[config.mk]
export PLATFORM = sky130hd
export DESIGN_NAME = ibs_bus_ctrl
export DESIGN_NICKNAME = d
export VERILOG_FILES = /design/src/shared/ibs_pkg.sv /design/src/logic/ibs_line_sync.sv /design/src/logic/ibs_bus_ctrl.sv
export SDC_FILE = /design/constraint.sdc
export NUM_CORES = 1
export LEC_CHECK = 0
export BUFFER_PORTS_ARGS = -buffer_cell sky130_fd_sc_hd__buf_2
export CORE_MARGIN = 3
export CORE_UTILIZATION = 61
export CTS_CLUSTER_DIAMETER = 100
export DETAILED_ROUTE_END_ITERATION = 12
export PLACE_DENSITY = 0.81
export REMOVE_ABC_BUFFERS = 1
export SLEW_MARGIN = 5
export SYNTH_ARGS = -nofsm -noshare
export SYNTH_HDL_FRONTEND = slang
export SYNTH_SLANG_ARGS = --single-unit
[constraint.sdc]
create_clock -name core_clk_i -period 6.5 [get_ports core_clk_i]
set_input_delay 0.975 -clock core_clk_i [delete_from_list [all_inputs] [get_ports core_clk_i]]
set_output_delay 0.975 -clock core_clk_i [all_outputs]
set_load 0.01 [all_outputs]
[src/shared/ibs_pkg.sv]
/*
  ibs_pkg: constants and types of the two-wire bus block.
  Assumes a 100 MHz core clock; times become tick counts here.
*/
`default_nettype none
package ibs_pkg;

  // clock and time base
  localparam int unsigned CLK_PERIOD_NS = 10;
  localparam int unsigned TICK_NS = 100;
  localparam int unsigned TICK_CYCLES = TICK_NS / CLK_PERIOD_NS;
  localparam int unsigned T_LOW_NS = 4700;
  localparam int unsigned T_HIGH_NS = 4000;
  // least times, rounded up to whole ticks
  localparam int unsigned T_LOW_TICKS = (T_LOW_NS + TICK_NS - 1) / TICK_NS;
  localparam int unsigned T_HIGH_TICKS = (T_HIGH_NS + TICK_NS - 1) / TICK_NS;
  localparam logic [3:0] TICK_LAST = 4'(TICK_CYCLES - 1);
  localparam logic [5:0] LOW_LAST = 6'(T_LOW_TICKS - 1);
  localparam logic [5:0] HIGH_LAST = 6'(T_HIGH_TICKS - 1);
  localparam logic [5:0] PHASE_ZERO = 6'h00;
  localparam logic [3:0] TICK_ZERO = 4'h0;

  // interface mode select encodings
  localparam logic [1:0] MODE_RESET = 2'h0;
  localparam logic [1:0] MODE_I2C = 2'h2;

  // soft reset field sequence
  localparam logic [1:0] SRST_IDLE = 2'h0;
  localparam logic [1:0] SRST_ARM = 2'h2;
  localparam logic [1:0] SRST_FIRE = 2'h1;

  // bit positions within a nine-clock frame
  localparam logic [3:0] BIT_FIRST = 4'h0;
  localparam logic [3:0] BIT_LAST = 4'h7;
  localparam logic [3:0] BIT_ACK = 4'h8;
  localparam logic [3:0] BIT_DONE = 4'h9;
  localparam logic [7:0] GENERAL_CALL = 8'h00;
  localparam logic [7:0] DATA_ZERO = 8'h00;

  // master clock generator states
  typedef enum logic [2:0] {
    M_IDLE,
    M_START,
    M_LOW,
    M_HIGH,
    M_STOP_LOW,
    M_STOP_HIGH
  } ibs_mstate_type;

endpackage : ibs_pkg
`default_nettype wire

[src/logic/ibs_line_sync.sv]
/*
  ibs_line_sync: syncs the bus pins, finds SCL edges, START and STOP.
  Assumes pins change no faster than a few core clocks.
*/
`timescale 1ns/10ps
`default_nettype none
module ibs_line_sync
  import ibs_pkg::*;
(
  // clock and reset
  input wire logic core_clk_i,
  input wire logic nrst_i,
  // raw bus levels
  input wire logic scl_i,
  input wire logic sda_i,
  // synchronised levels and events
  output logic scl_s_o,
  output logic sda_s_o,
  output logic scl_rise_o,
  output logic scl_fall_o,
  output logic start_det_o,
  output logic stop_det_o
);

  logic scl_meta_r;
  logic sda_meta_r;
  logic scl_sync_r;
  logic sda_sync_r;
  logic scl_prev_r;
  logic sda_prev_r;

  // two sync flops per pin, one history flop
  always_ff @(posedge core_clk_i or negedge nrst_i) begin
    if (!nrst_i) begin
      scl_meta_r <= 1'b1;
      sda_meta_r <= 1'b1;
      scl_sync_r <= 1'b1;
      sda_sync_r <= 1'b1;
      scl_prev_r <= 1'b1;
      sda_prev_r <= 1'b1;
    end else begin
      scl_meta_r <= scl_i;
      sda_meta_r <= sda_i;
      scl_sync_r <= scl_meta_r;
      sda_sync_r <= sda_meta_r;
      scl_prev_r <= scl_sync_r;
      sda_prev_r <= sda_sync_r;
    end
  end

  // edges and line conditions from stage two
  assign scl_s_o = scl_sync_r;
  assign sda_s_o = sda_sync_r;
  assign scl_rise_o = scl_sync_r & ~scl_prev_r; // RULE25
  assign scl_fall_o = ~scl_sync_r & scl_prev_r;
  assign start_det_o = scl_sync_r & scl_prev_r & sda_prev_r & ~sda_sync_r;
  assign stop_det_o = scl_sync_r & scl_prev_r & ~sda_prev_r & sda_sync_r;

endmodule : ibs_line_sync
`default_nettype wire

[src/logic/ibs_bus_ctrl.sv]
/*
  ibs_bus_ctrl: two-wire bus status and control in I2C mode.
  Assumes strobes on core_clk_i; open-drain pins resolved outside.
*/
// Function
// (RULE1) word end: clear wait, pulse irq; hold SCL low while 0
// (RULE2) data write (send) or read (receive) sets wait
// (RULE3) SCL released one low period after wait sets
// (RULE4) recognised address clears wait
// (RULE5) write 1 sets wait; write 0 ignored
// (RULE6) mode 10 selects I2C
// (RULE7) port mode only on a free bus; code takes the mode on any control write
// (RULE8) START on busy bus: lost, nothing driven
// (RULE9) master checks SDA at each SCL rise
// (RULE10) lost master releases SDA
// (RULE11) arbitration spans every word
// (RULE12) losing sets lost flag, clears master and transmit
// (RULE13) data access or control write clears lost flag
// (RULE14) addressed on match, or first word if recognition off
// (RULE15) data access clears addressed flag
// (RULE16) zero first byte sets general call
// (RULE17) START or STOP clears general call
// (RULE18) last bit samples SDA at SCL rise
// (RULE19) soft reset 10 then 01 resets all; field back to 00
// (RULE20) soft reset leaves synchronous mode
// (RULE21) recognition off: all frames free data
// (RULE22) baud generator enabled before bus use
// (RULE23) busy set on START, cleared on STOP
// (RULE24) start on free bus sends START and 8 bits
// (RULE25) one clock; pins synchronised before edges
`timescale 1ns/10ps
`default_nettype none
module ibs_bus_ctrl
  import ibs_pkg::*;
(
  // clock and reset
  input wire logic core_clk_i,
  input wire logic nrst_i,
  // control register two write
  input wire logic ctl2_wr_i,
  input wire logic ctl2_master_select_i,
  input wire logic ctl2_transmit_select_i,
  input wire logic ctl2_bus_busy_i,
  input wire logic ctl2_service_wait_i,
  input wire logic [1:0] ctl2_mode_select_i,
  input wire logic [1:0] ctl2_soft_reset_i,
  // data buffer access
  input wire logic dbuf_wr_i,
  input wire logic [7:0] dbuf_wdata_i,
  input wire logic dbuf_rd_i,
  // static configuration
  input wire logic [6:0] own_slave_address_i,
  input wire logic address_recognition_disable_i,
  input wire logic ack_mode_i,
  input wire logic baud_generator_enable_i,
  // status
  output logic master_select_o,
  output logic transmit_select_o,
  output logic bus_busy_flag_o,
  output logic service_wait_o,
  output logic arbitration_lost_flag_o,
  output logic addressed_as_slave_flag_o,
  output logic general_call_flag_o,
  output logic last_received_bit_o,
  output logic [1:0] interface_mode_select_o,
  output logic [1:0] soft_reset_field_o,
  output logic [7:0] data_buffer_o,
  output logic serial_bus_irq_o,
  // bus pins
  input wire logic scl_i,
  output logic scl_o,
  output logic scl_oe_o,
  input wire logic sda_i,
  output logic sda_o,
  output logic sda_oe_o
);

  ibs_mstate_type m_state_r;
  logic scl_s, sda_s, scl_rise, scl_fall, start_det, stop_det;
  logic [3:0] tick_cnt_r;
  logic [5:0] phase_r;
  logic [3:0] bit_cnt_r;
  logic [7:0] rx_sr_r;
  logic [7:0] tx_buf_r;
  logic [1:0] mode_r;
  logic [1:0] srst_field_r;
  logic srst_armed_r, soft_rst_r;
  logic mst_r, trx_r, busy_r, pin_r, al_r, aas_r, gc_r, lrb_r;
  logic first_word_r, addr_act_r, ack_drive_r, stop_req_r;
  logic sda_low_r, scl_low_r, irq_r;
  logic i2c_on, tick_en, tx_bit, word_done, serviced, byte_done;
  logic slave_rx_first, addr_match, free_first, gc_event, addressed;
  logic start_cmd, start_go, start_refused, stop_cmd, al_event;
  logic master_addr_ack, sw_pin_set, slave_hold;
  logic [7:0] byte_in;
  logic [3:0] drive_idx;

  ibs_line_sync u_sync (
    .core_clk_i(core_clk_i),
    .nrst_i(nrst_i),
    .scl_i(scl_i),
    .sda_i(sda_i),
    .scl_s_o(scl_s),
    .sda_s_o(sda_s),
    .scl_rise_o(scl_rise),
    .scl_fall_o(scl_fall),
    .start_det_o(start_det),
    .stop_det_o(stop_det)
  );

  ////////////////////////////////////////////////////////////////////////////
  // decoded events

  assign i2c_on = (mode_r == MODE_I2C); // RULE6
  assign tick_en = baud_generator_enable_i & (tick_cnt_r == TICK_LAST); // RULE22
  assign tx_bit = tx_buf_r[~bit_cnt_r[2:0]];
  assign byte_in = {rx_sr_r[6:0], sda_s};
  assign byte_done = i2c_on & scl_rise & (bit_cnt_r == BIT_LAST);
  assign word_done = i2c_on & scl_fall & (bit_cnt_r == BIT_DONE);
  // only a master or an addressed slave owns the word end
  assign serviced = word_done & (mst_r | addr_act_r);
  assign slave_rx_first = first_word_r & ~mst_r & byte_done;
  assign addr_match = slave_rx_first & ~address_recognition_disable_i &
                      ((byte_in[7:1] == own_slave_address_i) | (byte_in == GENERAL_CALL));
  assign free_first = slave_rx_first & address_recognition_disable_i; // RULE21
  assign gc_event = slave_rx_first & (byte_in == GENERAL_CALL); // RULE16
  assign addressed = addr_match | free_first;
  assign start_cmd = ctl2_wr_i & i2c_on & ctl2_master_select_i & ctl2_transmit_select_i &
                     ctl2_bus_busy_i & ctl2_service_wait_i;
  assign start_go = start_cmd & ~busy_r & (m_state_r == M_IDLE); // RULE24
  assign start_refused = start_cmd & busy_r; // RULE8
  assign stop_cmd = ctl2_wr_i & i2c_on & ctl2_master_select_i & ctl2_transmit_select_i &
                    ~ctl2_bus_busy_i & ctl2_service_wait_i & busy_r & mst_r;
  // released bit read low, any word
  assign al_event = start_refused |
                    (i2c_on & mst_r & trx_r & scl_rise & (bit_cnt_r < BIT_ACK) &
                     tx_bit & ~sda_s); // RULE9 RULE11
  assign master_addr_ack = mst_r & first_word_r & scl_rise & (bit_cnt_r == BIT_ACK) & ~sda_s;
  assign sw_pin_set = (ctl2_wr_i & ctl2_service_wait_i) | (dbuf_wr_i & trx_r) |
                      (dbuf_rd_i & ~trx_r); // RULE2 RULE5
  assign slave_hold = ~mst_r & addr_act_r & busy_r & (bit_cnt_r == BIT_FIRST) & ~pin_r;

  ////////////////////////////////////////////////////////////////////////////
  // soft reset: arm on 10, fire on a following 01

  always_ff @(posedge core_clk_i or negedge nrst_i) begin
    if (!nrst_i) begin
      srst_field_r <= SRST_IDLE;
      srst_armed_r <= 1'b0;
      soft_rst_r <= 1'b0;
    end else if (soft_rst_r) begin
      srst_field_r <= SRST_IDLE; // RULE19
      srst_armed_r <= 1'b0;
      soft_rst_r <= 1'b0;
    end else if (ctl2_wr_i) begin
      srst_field_r <= ctl2_soft_reset_i;
      srst_armed_r <= (ctl2_soft_reset_i == SRST_ARM);
      soft_rst_r <= srst_armed_r & (ctl2_soft_reset_i == SRST_FIRE); // RULE19
    end
  end

  // mode select; resets to synchronous mode
  always_ff @(posedge core_clk_i or negedge nrst_i) begin
    if (!nrst_i) begin
      mode_r <= MODE_RESET;
    end else if (soft_rst_r) begin
      mode_r <= MODE_RESET; // RULE20
    end else if (ctl2_wr_i) begin
      mode_r <= ctl2_mode_select_i;
    end
  end

  ////////////////////////////////////////////////////////////////////////////
  // tick divider and master clock generator

  always_ff @(posedge core_clk_i or negedge nrst_i) begin
    if (!nrst_i) begin
      tick_cnt_r <= TICK_ZERO;
    end else if (!baud_generator_enable_i || tick_en) begin
      tick_cnt_r <= TICK_ZERO;
    end else begin
      tick_cnt_r <= tick_cnt_r + 4'h1;
    end
  end

  // high phase waits for the line: stretch tolerant
  always_ff @(posedge core_clk_i or negedge nrst_i) begin
    if (!nrst_i) begin
      m_state_r <= M_IDLE;
      phase_r <= PHASE_ZERO;
    end else if (soft_rst_r || !i2c_on) begin
      m_state_r <= M_IDLE;
      phase_r <= PHASE_ZERO;
    end else begin
      unique case (m_state_r)
        M_IDLE: begin
          phase_r <= PHASE_ZERO;
          if (start_go) begin
            m_state_r <= M_START;
          end
        end
        M_START: begin
          if (tick_en && phase_r == HIGH_LAST) begin
            m_state_r <= M_LOW;
            phase_r <= PHASE_ZERO;
          end else if (tick_en) begin
            phase_r <= phase_r + 6'h01;
          end
        end
        M_LOW: begin
          if (!mst_r) begin
            m_state_r <= M_IDLE; // RULE10
          end else if (bit_cnt_r == BIT_FIRST && !pin_r) begin
            phase_r <= PHASE_ZERO; // RULE1 RULE3
          end else if (tick_en && phase_r == LOW_LAST) begin
            phase_r <= PHASE_ZERO;
            m_state_r <= (bit_cnt_r == BIT_FIRST && stop_req_r) ? M_STOP_LOW : M_HIGH;
          end else if (tick_en) begin
            phase_r <= phase_r + 6'h01;
          end
        end
        M_HIGH: begin
          if (!mst_r) begin
            m_state_r <= M_IDLE;
          end else if (!scl_s) begin
            phase_r <= PHASE_ZERO;
          end else if (tick_en && phase_r == HIGH_LAST) begin
            phase_r <= PHASE_ZERO;
            m_state_r <= M_LOW;
          end else if (tick_en) begin
            phase_r <= phase_r + 6'h01;
          end
        end
        M_STOP_LOW: begin
          if (tick_en && phase_r == LOW_LAST) begin
            phase_r <= PHASE_ZERO;
            m_state_r <= M_STOP_HIGH;
          end else if (tick_en) begin
            phase_r <= phase_r + 6'h01;
          end
        end
        M_STOP_HIGH: begin
          if (!scl_s) begin
            phase_r <= PHASE_ZERO;
          end else if (tick_en && phase_r == HIGH_LAST) begin
            m_state_r <= M_IDLE;
          end else if (tick_en) begin
            phase_r <= phase_r + 6'h01;
          end
        end
      endcase
    end
  end

  // stop request, taken at next word boundary
  always_ff @(posedge core_clk_i or negedge nrst_i) begin
    if (!nrst_i) begin
      stop_req_r <= 1'b0;
    end else if (soft_rst_r || m_state_r == M_STOP_LOW || m_state_r == M_IDLE) begin
      stop_req_r <= stop_cmd;
    end else if (stop_cmd) begin
      stop_req_r <= 1'b1;
    end
  end

  ////////////////////////////////////////////////////////////////////////////
  // frame tracking: bit count, shift registers, data buffer

  always_ff @(posedge core_clk_i or negedge nrst_i) begin
    if (!nrst_i) begin
      bit_cnt_r <= BIT_FIRST;
      first_word_r <= 1'b0;
    end else if (soft_rst_r || start_det) begin
      bit_cnt_r <= BIT_FIRST;
      first_word_r <= start_det;
    end else if (word_done) begin
      bit_cnt_r <= BIT_FIRST;
      first_word_r <= 1'b0;
    end else if (scl_rise && bit_cnt_r < BIT_DONE) begin
      bit_cnt_r <= bit_cnt_r + 4'h1;
    end
  end

  // receive shifter and read buffer
  always_ff @(posedge core_clk_i or negedge nrst_i) begin
    if (!nrst_i) begin
      rx_sr_r <= DATA_ZERO;
      data_buffer_o <= DATA_ZERO;
    end else if (soft_rst_r) begin
      rx_sr_r <= DATA_ZERO;
      data_buffer_o <= DATA_ZERO;
    end else if (scl_rise && bit_cnt_r < BIT_ACK) begin
      rx_sr_r <= byte_in;
      if (byte_done) begin
        data_buffer_o <= byte_in;
      end
    end
  end

  // transmit buffer; msb goes out first
  always_ff @(posedge core_clk_i or negedge nrst_i) begin
    if (!nrst_i) begin
      tx_buf_r <= DATA_ZERO;
    end else if (soft_rst_r) begin
      tx_buf_r <= DATA_ZERO;
    end else if (dbuf_wr_i) begin
      tx_buf_r <= dbuf_wdata_i;
    end
  end

  ////////////////////////////////////////////////////////////////////////////
  // status flags; a hardware set beats a same-cycle clear

  always_ff @(posedge core_clk_i or negedge nrst_i) begin
    if (!nrst_i) begin
      busy_r <= 1'b0;
    end else if (soft_rst_r) begin
      busy_r <= 1'b0;
    end else if (i2c_on && start_det) begin
      busy_r <= 1'b1; // RULE23
    end else if (stop_det) begin
      busy_r <= 1'b0; // RULE23
    end
  end

  always_ff @(posedge core_clk_i or negedge nrst_i) begin
    if (!nrst_i) begin
      mst_r <= 1'b0;
    end else if (soft_rst_r || al_event || stop_det) begin
      mst_r <= 1'b0; // RULE12
    end else if (ctl2_wr_i) begin
      mst_r <= ctl2_master_select_i;
    end
  end

  // direction bit drives transmit select
  always_ff @(posedge core_clk_i or negedge nrst_i) begin
    if (!nrst_i) begin
      trx_r <= 1'b0;
    end else if (soft_rst_r || al_event || stop_det) begin
      trx_r <= 1'b0; // RULE12
    end else if (addr_match) begin
      trx_r <= byte_in[0];
    end else if (master_addr_ack) begin
      trx_r <= ~tx_buf_r[0];
    end else if (ctl2_wr_i) begin
      trx_r <= ctl2_transmit_select_i;
    end
  end

  // software set beats word-end clear
  always_ff @(posedge core_clk_i or negedge nrst_i) begin
    if (!nrst_i) begin
      pin_r <= 1'b1;
    end else if (soft_rst_r) begin
      pin_r <= 1'b1;
    end else if (sw_pin_set) begin
      pin_r <= 1'b1; // RULE2 RULE5
    end else if (serviced) begin
      pin_r <= 1'b0; // RULE1 RULE4
    end
  end

  always_ff @(posedge core_clk_i or negedge nrst_i) begin
    if (!nrst_i) begin
      al_r <= 1'b0;
    end else if (soft_rst_r) begin
      al_r <= 1'b0;
    end else if (al_event) begin
      al_r <= 1'b1; // RULE12
    end else if (dbuf_wr_i || dbuf_rd_i || ctl2_wr_i) begin
      al_r <= 1'b0; // RULE13
    end
  end

  always_ff @(posedge core_clk_i or negedge nrst_i) begin
    if (!nrst_i) begin
      aas_r <= 1'b0;
      addr_act_r <= 1'b0;
    end else if (soft_rst_r) begin
      aas_r <= 1'b0;
      addr_act_r <= 1'b0;
    end else begin
      if (addressed) begin
        aas_r <= 1'b1; // RULE14
      end else if (dbuf_wr_i || dbuf_rd_i) begin
        aas_r <= 1'b0; // RULE15
      end
      if (addressed) begin
        addr_act_r <= 1'b1;
      end else if (start_det || stop_det) begin
        addr_act_r <= 1'b0;
      end
    end
  end

  always_ff @(posedge core_clk_i or negedge nrst_i) begin
    if (!nrst_i) begin
      gc_r <= 1'b0;
    end else if (soft_rst_r) begin
      gc_r <= 1'b0;
    end else if (gc_event) begin
      gc_r <= 1'b1; // RULE16
    end else if (start_det || stop_det) begin
      gc_r <= 1'b0; // RULE17
    end
  end

  // holds the ack level after the ninth rise
  always_ff @(posedge core_clk_i or negedge nrst_i) begin
    if (!nrst_i) begin
      lrb_r <= 1'b0;
    end else if (soft_rst_r) begin
      lrb_r <= 1'b0;
    end else if (i2c_on && scl_rise) begin
      lrb_r <= sda_s; // RULE18
    end
  end

  ////////////////////////////////////////////////////////////////////////////
  // pin drivers: SDA bits move only while SCL low

  // ack decided at 8th rise, dropped at word end
  always_ff @(posedge core_clk_i or negedge nrst_i) begin
    if (!nrst_i) begin
      ack_drive_r <= 1'b0;
    end else if (soft_rst_r || word_done || start_det) begin
      ack_drive_r <= 1'b0;
    end else if (byte_done) begin
      ack_drive_r <= ack_mode_i & (addressed |
                     (~first_word_r & ~trx_r & (mst_r | addr_act_r)));
    end
  end

  assign drive_idx = (bit_cnt_r == BIT_DONE) ? BIT_FIRST : bit_cnt_r;

  always_ff @(posedge core_clk_i or negedge nrst_i) begin
    if (!nrst_i) begin
      sda_low_r <= 1'b0;
    end else if (soft_rst_r || !i2c_on) begin
      sda_low_r <= 1'b0;
    end else if (m_state_r == M_START || m_state_r == M_STOP_LOW ||
                 m_state_r == M_STOP_HIGH) begin
      sda_low_r <= 1'b1;
    end else if (!busy_r || !(mst_r || addr_act_r)) begin
      sda_low_r <= 1'b0; // RULE10
    end else if (!scl_s) begin
      if (drive_idx == BIT_ACK) begin
        sda_low_r <= ack_drive_r;
      end else begin
        // lost master has trx cleared, so it lets SDA float
        sda_low_r <= trx_r & (mst_r | addr_act_r) & ~tx_buf_r[~drive_idx[2:0]]; // RULE10
      end
    end
  end

  // SCL low from the generator or a waiting slave
  always_ff @(posedge core_clk_i or negedge nrst_i) begin
    if (!nrst_i) begin
      scl_low_r <= 1'b0;
    end else if (soft_rst_r || !i2c_on) begin
      scl_low_r <= 1'b0;
    end else begin
      scl_low_r <= (m_state_r == M_LOW) | (m_state_r == M_STOP_LOW) | slave_hold; // RULE1
    end
  end

  // irq pulse at end of an owned word
  always_ff @(posedge core_clk_i or negedge nrst_i) begin
    if (!nrst_i) begin
      irq_r <= 1'b0;
    end else if (soft_rst_r) begin
      irq_r <= 1'b0;
    end else begin
      irq_r <= serviced; // RULE1
    end
  end

  ////////////////////////////////////////////////////////////////////////////
  // outputs

  assign master_select_o = mst_r;
  assign transmit_select_o = trx_r;
  assign bus_busy_flag_o = busy_r;
  assign service_wait_o = pin_r;
  assign arbitration_lost_flag_o = al_r;
  assign addressed_as_slave_flag_o = aas_r;
  assign general_call_flag_o = gc_r;
  assign last_received_bit_o = lrb_r;
  assign interface_mode_select_o = mode_r;
  assign soft_reset_field_o = srst_field_r;
  assign serial_bus_irq_o = irq_r;
  assign scl_o = 1'b0;
  assign scl_oe_o = scl_low_r;
  assign sda_o = 1'b0;
  assign sda_oe_o = sda_low_r;

endmodule : ibs_bus_ctrl
`default_nettype wire

Word-level counts from Yosys, hierarchy flattened:

Cells that the tools add are included.

* register bits: 67
* input port bits: 33
* logic and storage cells: 282
* output and inout port bits: 25

* reduce and logical (&&, ||, !) cells: 52
* equal/unequal tests: 27
* bitwise operators: 78
* add/sub/neg operators: 3
* order comparisons: 4
* muxes and demuxes: 86

Operators with widths (number)
* $mux W6: 10
* $and A1 B1 Y1: 54
* $mux W1: 44
* $mux W8: 5
* $mux W3: 12
* $pmux W6 S6: 1
* $reduce_bool A3 Y1: 7
* $mux W4: 5
* $pmux W3 S6: 1
* $reduce_bool A2 Y1: 9
* $eq A4 B4 Y1 const B: 4
* $logic_or A1 B1 Y1: 16
* $ne A4 B4 Y1 const B: 4
* $ne A3 B3 Y1 const B: 5
* $mux W7: 2
* $not A1 Y1: 13
* $eq A6 B6 Y1 const B: 2
* $or A1 B1 Y1: 9
* $add A4 B1 Y4 const B: 2
* $logic_and A1 B1 Y1: 8
* $logic_not A8 Y1: 1
* $lt A3 B4 Y1 const B: 2
* $lt A4 B4 Y1 const B: 2
* $mux W2: 4
* other kinds (19): 28

Longest topological paths before layout:

* depth after elaboration: 12
* mapped depth: 9
* gate-level depth less buffers: 8

By module:

From an unflattened synthesis, not the netlist that was laid out.

* cell total of the unflattened synthesis: 388
* area, all modules: 3782.4 um^2

By module, submodules not included
* ibs_bus_ctrl: cells an instance 378, area an instance 3592.2 um^2, sequential area each 1527.7 um^2, instances 1
* ibs_line_sync: cells an instance 10, area an instance 190.2 um^2, sequential area each 157.7 um^2, instances 1

Worst setup path after synthesis:

Ideal clock, no wire load.

* path type: input -> register
* start point: in ctl2_master_select_i
* end point: reg m_state_r[2]
* stages: 5
* required time: 6.379 ns
* path buffers: 0
* path slack: 4.208 ns
* library setup time: 0.121 ns
* data arrival time: 2.171 ns
* cell sequence: nand4b_1 -> or3_1 -> a311oi_2 -> nand2_1 -> a22o_1

* word-level cells in the longest chain between the ends: 8

Ends and longest elaborated chain
* start: declaration: line ibs_bus_ctrl.sv:41 `input wire logic ctl2_master_select_i,`
* $and A1 B1 Y1 (3 in series): line ibs_bus_ctrl.sv:128 `assign start_cmd = ctl2_wr_i & i2c_on & ctl2_master_select_i & ctl2_transmit_select_i &`
* $and A1 B1 Y1: line ibs_bus_ctrl.sv:129 `ctl2_bus_busy_i & ctl2_service_wait_i;`
* $and A1 B1 Y1 (2 in series): line ibs_bus_ctrl.sv:130 `assign start_go = start_cmd & ~busy_r & (m_state_r == M_IDLE);`
* $ne A3 B3 Y1 (no line)
* $reduce_and A7 Y1 (no line)
* end signal: assignment: line ibs_bus_ctrl.sv:217 `m_state_r <= (bit_cnt_r == BIT_FIRST && stop_req_r) ? M_STOP_LOW : M_HIGH;`
* end: declaration: line ibs_bus_ctrl.sv:78 `ibs_mstate_type m_state_r;`

No other way between the ends.
A chain may end at the register's enable or synchronous reset.

Worst setup path in the final report:

* start point: reg soft_rst_r
* end point: reg phase_r[5]

* word-level cells in the longest chain between the ends: 3
* elaborated cells between the ends (all ways): 6
* classes of those cells: eq/ne: 3; mux: 1; reduce/logical: 2

Ends and longest elaborated chain
* start: declaration: line ibs_bus_ctrl.sv:87 `logic srst_armed_r, soft_rst_r;`
* start signal: assignment: line ibs_bus_ctrl.sv:158 `soft_rst_r <= srst_armed_r & (ctl2_soft_reset_i == SRST_FIRE);`
* $logic_or A1 B1 Y1 *: line ibs_bus_ctrl.sv:191 `end else if (soft_rst_r || !i2c_on) begin`
* $ne A4 B4 Y1 (no line) or $ne A3 B3 Y1 (tied branches)
* $reduce_and A3 Y1 (no line)
* end signal: assignment: line ibs_bus_ctrl.sv:207 `phase_r <= phase_r + 6'h01;`
* end signal: assignment: line ibs_bus_ctrl.sv:219 `phase_r <= phase_r + 6'h01;`
* end signal: assignment: line ibs_bus_ctrl.sv:231 `phase_r <= phase_r + 6'h01;`
* end: declaration: line ibs_bus_ctrl.sv:81 `logic [5:0] phase_r;`

Every way passes the cells marked *; elsewhere a longest branch is shown, timed or not.

==> summary.txt <==
CTS tree: done
pre-CTS setup slack: 3.87 ns
layout-stage area growth over the synthesis result: 11.5%
core area: 5680 um^2
Yosys Warn Count: 0
Critical Path End Type: flop
Placed Area: 3950 um^2
type of the worst setup path: reg -> reg
remaining design rule violation count: 0
hold-fix buffer count after cts: 0
area of all placed cells without fillers: 4110 um^2
final total power: 0.00110 W
largest vdd supply drop: 203 uV
routed wirelength normalized by instance count: 16.0 um
clock latency of the later-clocked register in the worst-skew pair: 0.35 ns
total count of max-transition violations in the final report: 0
overflow left after global routing: 0
global-route usage over all layers: 0.250
area fraction in and, or, nand and nor cells after synthesis: 0.246
clock-pin slew of the registers on the worst-case setup and hold paths: 0.07 ns
complex-gate fraction of the synthesized area: 0.124
global-route wire length before repair: 14200 um
FFs w/ async S/R, synth: 1.00
CTS max path bufs: 2
maximum clock skew at final layout: 0.00686 ns
H-tree level count: 3
setup bufs post-CTS: 0
antenna violations before repair: 0
final-layout setup total negative slack: 0 ns
die height: 83.8 um
Critical Path Source Type: flop
Tcrit/Tclk final: 0.403
footprint of the flip-flops and latches: 1690 um^2
total iterations of the first detailed-routing run: 4
unrepaired setup endpoints after global routing: no
Slew @ Worst Pin: 0.852 ns
count of vias placed by the detailed router: 3030
area share of the largest cell type after synthesis: 0.407
sequential share of the synthesized area: 0.457
remaining max-slew budget at the tightest pin: 0.432
pin count of the biggest net entering global routing: 68
number of hold-slack violations in the final timing report: 0
worst min-delay path class: reg -> reg
die area: 7020 um^2
CTS Root Buffer Type: clkbuf_8
multi-input gate area in the final layout: 1840 um^2
peak fanout along the critical path: 24
TritonCTS sink count: 67
initial core utilization: 0.650
Crit path required time: 6.77 ns
number of placement rows: 27
post-synthesis xor/xnor area fraction: 0.0356
multiplexer fraction of the synthesized cell area: 0.0641
flip-flop and latch count after synthesis: 67
Post-DRT Antenna Nets: 0
post-synthesis adder-cell area fraction: 0.0265
commonest register cell after synthesis: dfrtp_1
biggest area consumer among synthesized cells: dfrtp_1
DRT Wirelength: 8280 um
Achievable Freq: 382 MHz
filler cell count in the final layout: 458
outcome: complete, no violations
total of cells resized after clock tree synthesis: 0
number of violations of the max-capacitance limit: 0
via count normalized by instance count: 5.86
Final Wtd Congestion: 0.902
number of global-route vias before repair: 2887
Worst Path Arrival: 2.90 ns
final-stage net count: 480
power density normalized to cell area: 268 nW/um^2
minimum setup slack in the final design: 3.88 ns
largest family of logic cells by synthesized area: simple AND/OR/NAND/NOR gates
initial DRC count: 273
number of synthesized flops with an enable pin: 0
antenna diode count: 0
number of top-level design ports: 58
post-synthesis average cell area: 9.34 um^2
post-layout min period: 2.62 ns
count of mapped cells out of synthesis: 395
Die Wd: 83.8 um
Leak: 1.86 nW
setup violators final: 0
DP Wirelength: 5910 um
fraction of layout cells with a size suffix above 1: 0.216
distinct cell type count after synthesis: 64
top cells by area, synth: dfrtp_1 (41%), nor2_1 (5.5%), a21oi_1 (5.3%), dfstp_2 (5.0%), mux2i_1 (4.9%)
number of port buffers: 55
total CTS buffers: 9
total standard cell area after synthesis: 3690 um^2
cell families (layout without fill, tap and decap cells):
kind of cell	count (synthesis)	in the layout
and+or+nand+nor	172	172
AOI/OAI and AO/OA	75	75
DFF	67	67
buffers and inverters	36	85
muxes	21	21
xor gates and xnor gates	15	15
adders and majority gates	8	8
other	1	2
cells in the final DEF (no fill, tap or decap), drive strengths merged, types with 9 or more instances in the layout:
master	count
nand3	13
buf	57
nand2b	10
clkbuf	10
a21oi	39
nor2	55
dfrtp	60
inv	12
o21ai	13
xor2	9
nand2	47
mux2i	18
nor3	9
stage by stage:
| stage | hold slack [ns] | util | cells |
|---|---|---|---|
| after floorplan | 0.345 | - | 372 |
| after global placement | 0.346 | 0.696 | 501 |
| after detailed placement | 0.357 | 0.696 | 501 |
| after CTS | 0.369 | 0.724 | 517 |
| after global routing | 0.372 | 0.724 | 517 |
| final | 0.364 | 0.724 | 517 |
path summary, 6_finish.rpt:
| path | from | slack, ns | endpoint | cells past startpoint |
|---|---|---|---|---|
| max | soft_rst_r | 3.88 | phase_r[5] | 7 |
| min | u_sync.scl_meta_r | 0.36 | u_sync.scl_s_o | 0 |
| max reg2reg | soft_rst_r | 3.88 | phase_r[5] | 7 |
| min reg2reg | u_sync.scl_meta_r | 0.36 | u_sync.scl_s_o | 0 |
| max in group asynchronous | nrst_i | 5.13 | tx_buf_r[7] | 2 |
| min in group asynchronous | nrst_i | 0.81 | phase_r[2] | 2 |
worst max-delay path, stage by stage (launching register included):
cell and delay (ns):
dfrtp_1 0.73, buf_4 0.39, or3b_1 0.33, nor3_2 0.12, nor3_4 0.35, nand3_2 0.12, or3_1 0.36, a21oi_1 0.14
flip-flops by register name, indices dropped and copies added (netlist names), 2 cells and up:
| register | flops |
|---|---|
| bit_cnt_r | 4 |
| soft_reset_field_o | 2 |
| interface_mode_select_o | 2 |
| phase_r | 6 |
| tx_buf_r | 8 |
| tick_cnt_r | 4 |
| data_buffer_o | 8 |
| rx_sr_r | 7 |
| m_state_r | 3 |
metal layers:
| layer | wire (um) | vias up | global-route usage |
|---|---|---|---|
| li1 | - | 1462 | - |
| met1 | 3860 | 1458 | 0.375 |
| met2 | 3830 | 96 | 0.371 |
| met3 | 462 | 14 | 0.0395 |
| met4 | 129 | 0 | 0.0863 |
| met5 | 0 | - | 0 |
cell usage after synthesis (all sizes together) (5+ instances only):
| cell type | n |
|---|---|
| nand2b | 10 |
| xnor2 | 6 |
| clkbuf | 16 |
| nor4 | 5 |
| dfstp | 7 |
| inv | 12 |
| nor2 | 55 |
| mux2i | 18 |
| o21ai | 13 |
| nand3b | 5 |
| nand2 | 47 |
| a21oi | 39 |
| ha | 7 |
| nand3 | 13 |
| xor2 | 9 |
| nor3 | 9 |
| dfrtp | 60 |
| buf | 8 |
final cells by class:
cell class,instances,share of cell area
Tap cell,72,0.0219
Sequential cell,67,0.410
Clock inverter,6,0.00791
Timing Repair Buffer,57,0.0706
Clock buffer,10,0.0310
Multi-Input combinational cell,293,0.448
Inverter,12,0.0110
where the power goes:
part           internal [W]  total [W]  leakage, nW  switching (W)
logic              0.000116   0.000250        0.913       0.000134
registers          0.000467   0.000557        0.859      0.0000896
clock network      0.000135   0.000292       0.0856       0.000158
(Power assumes the default switching activity.)
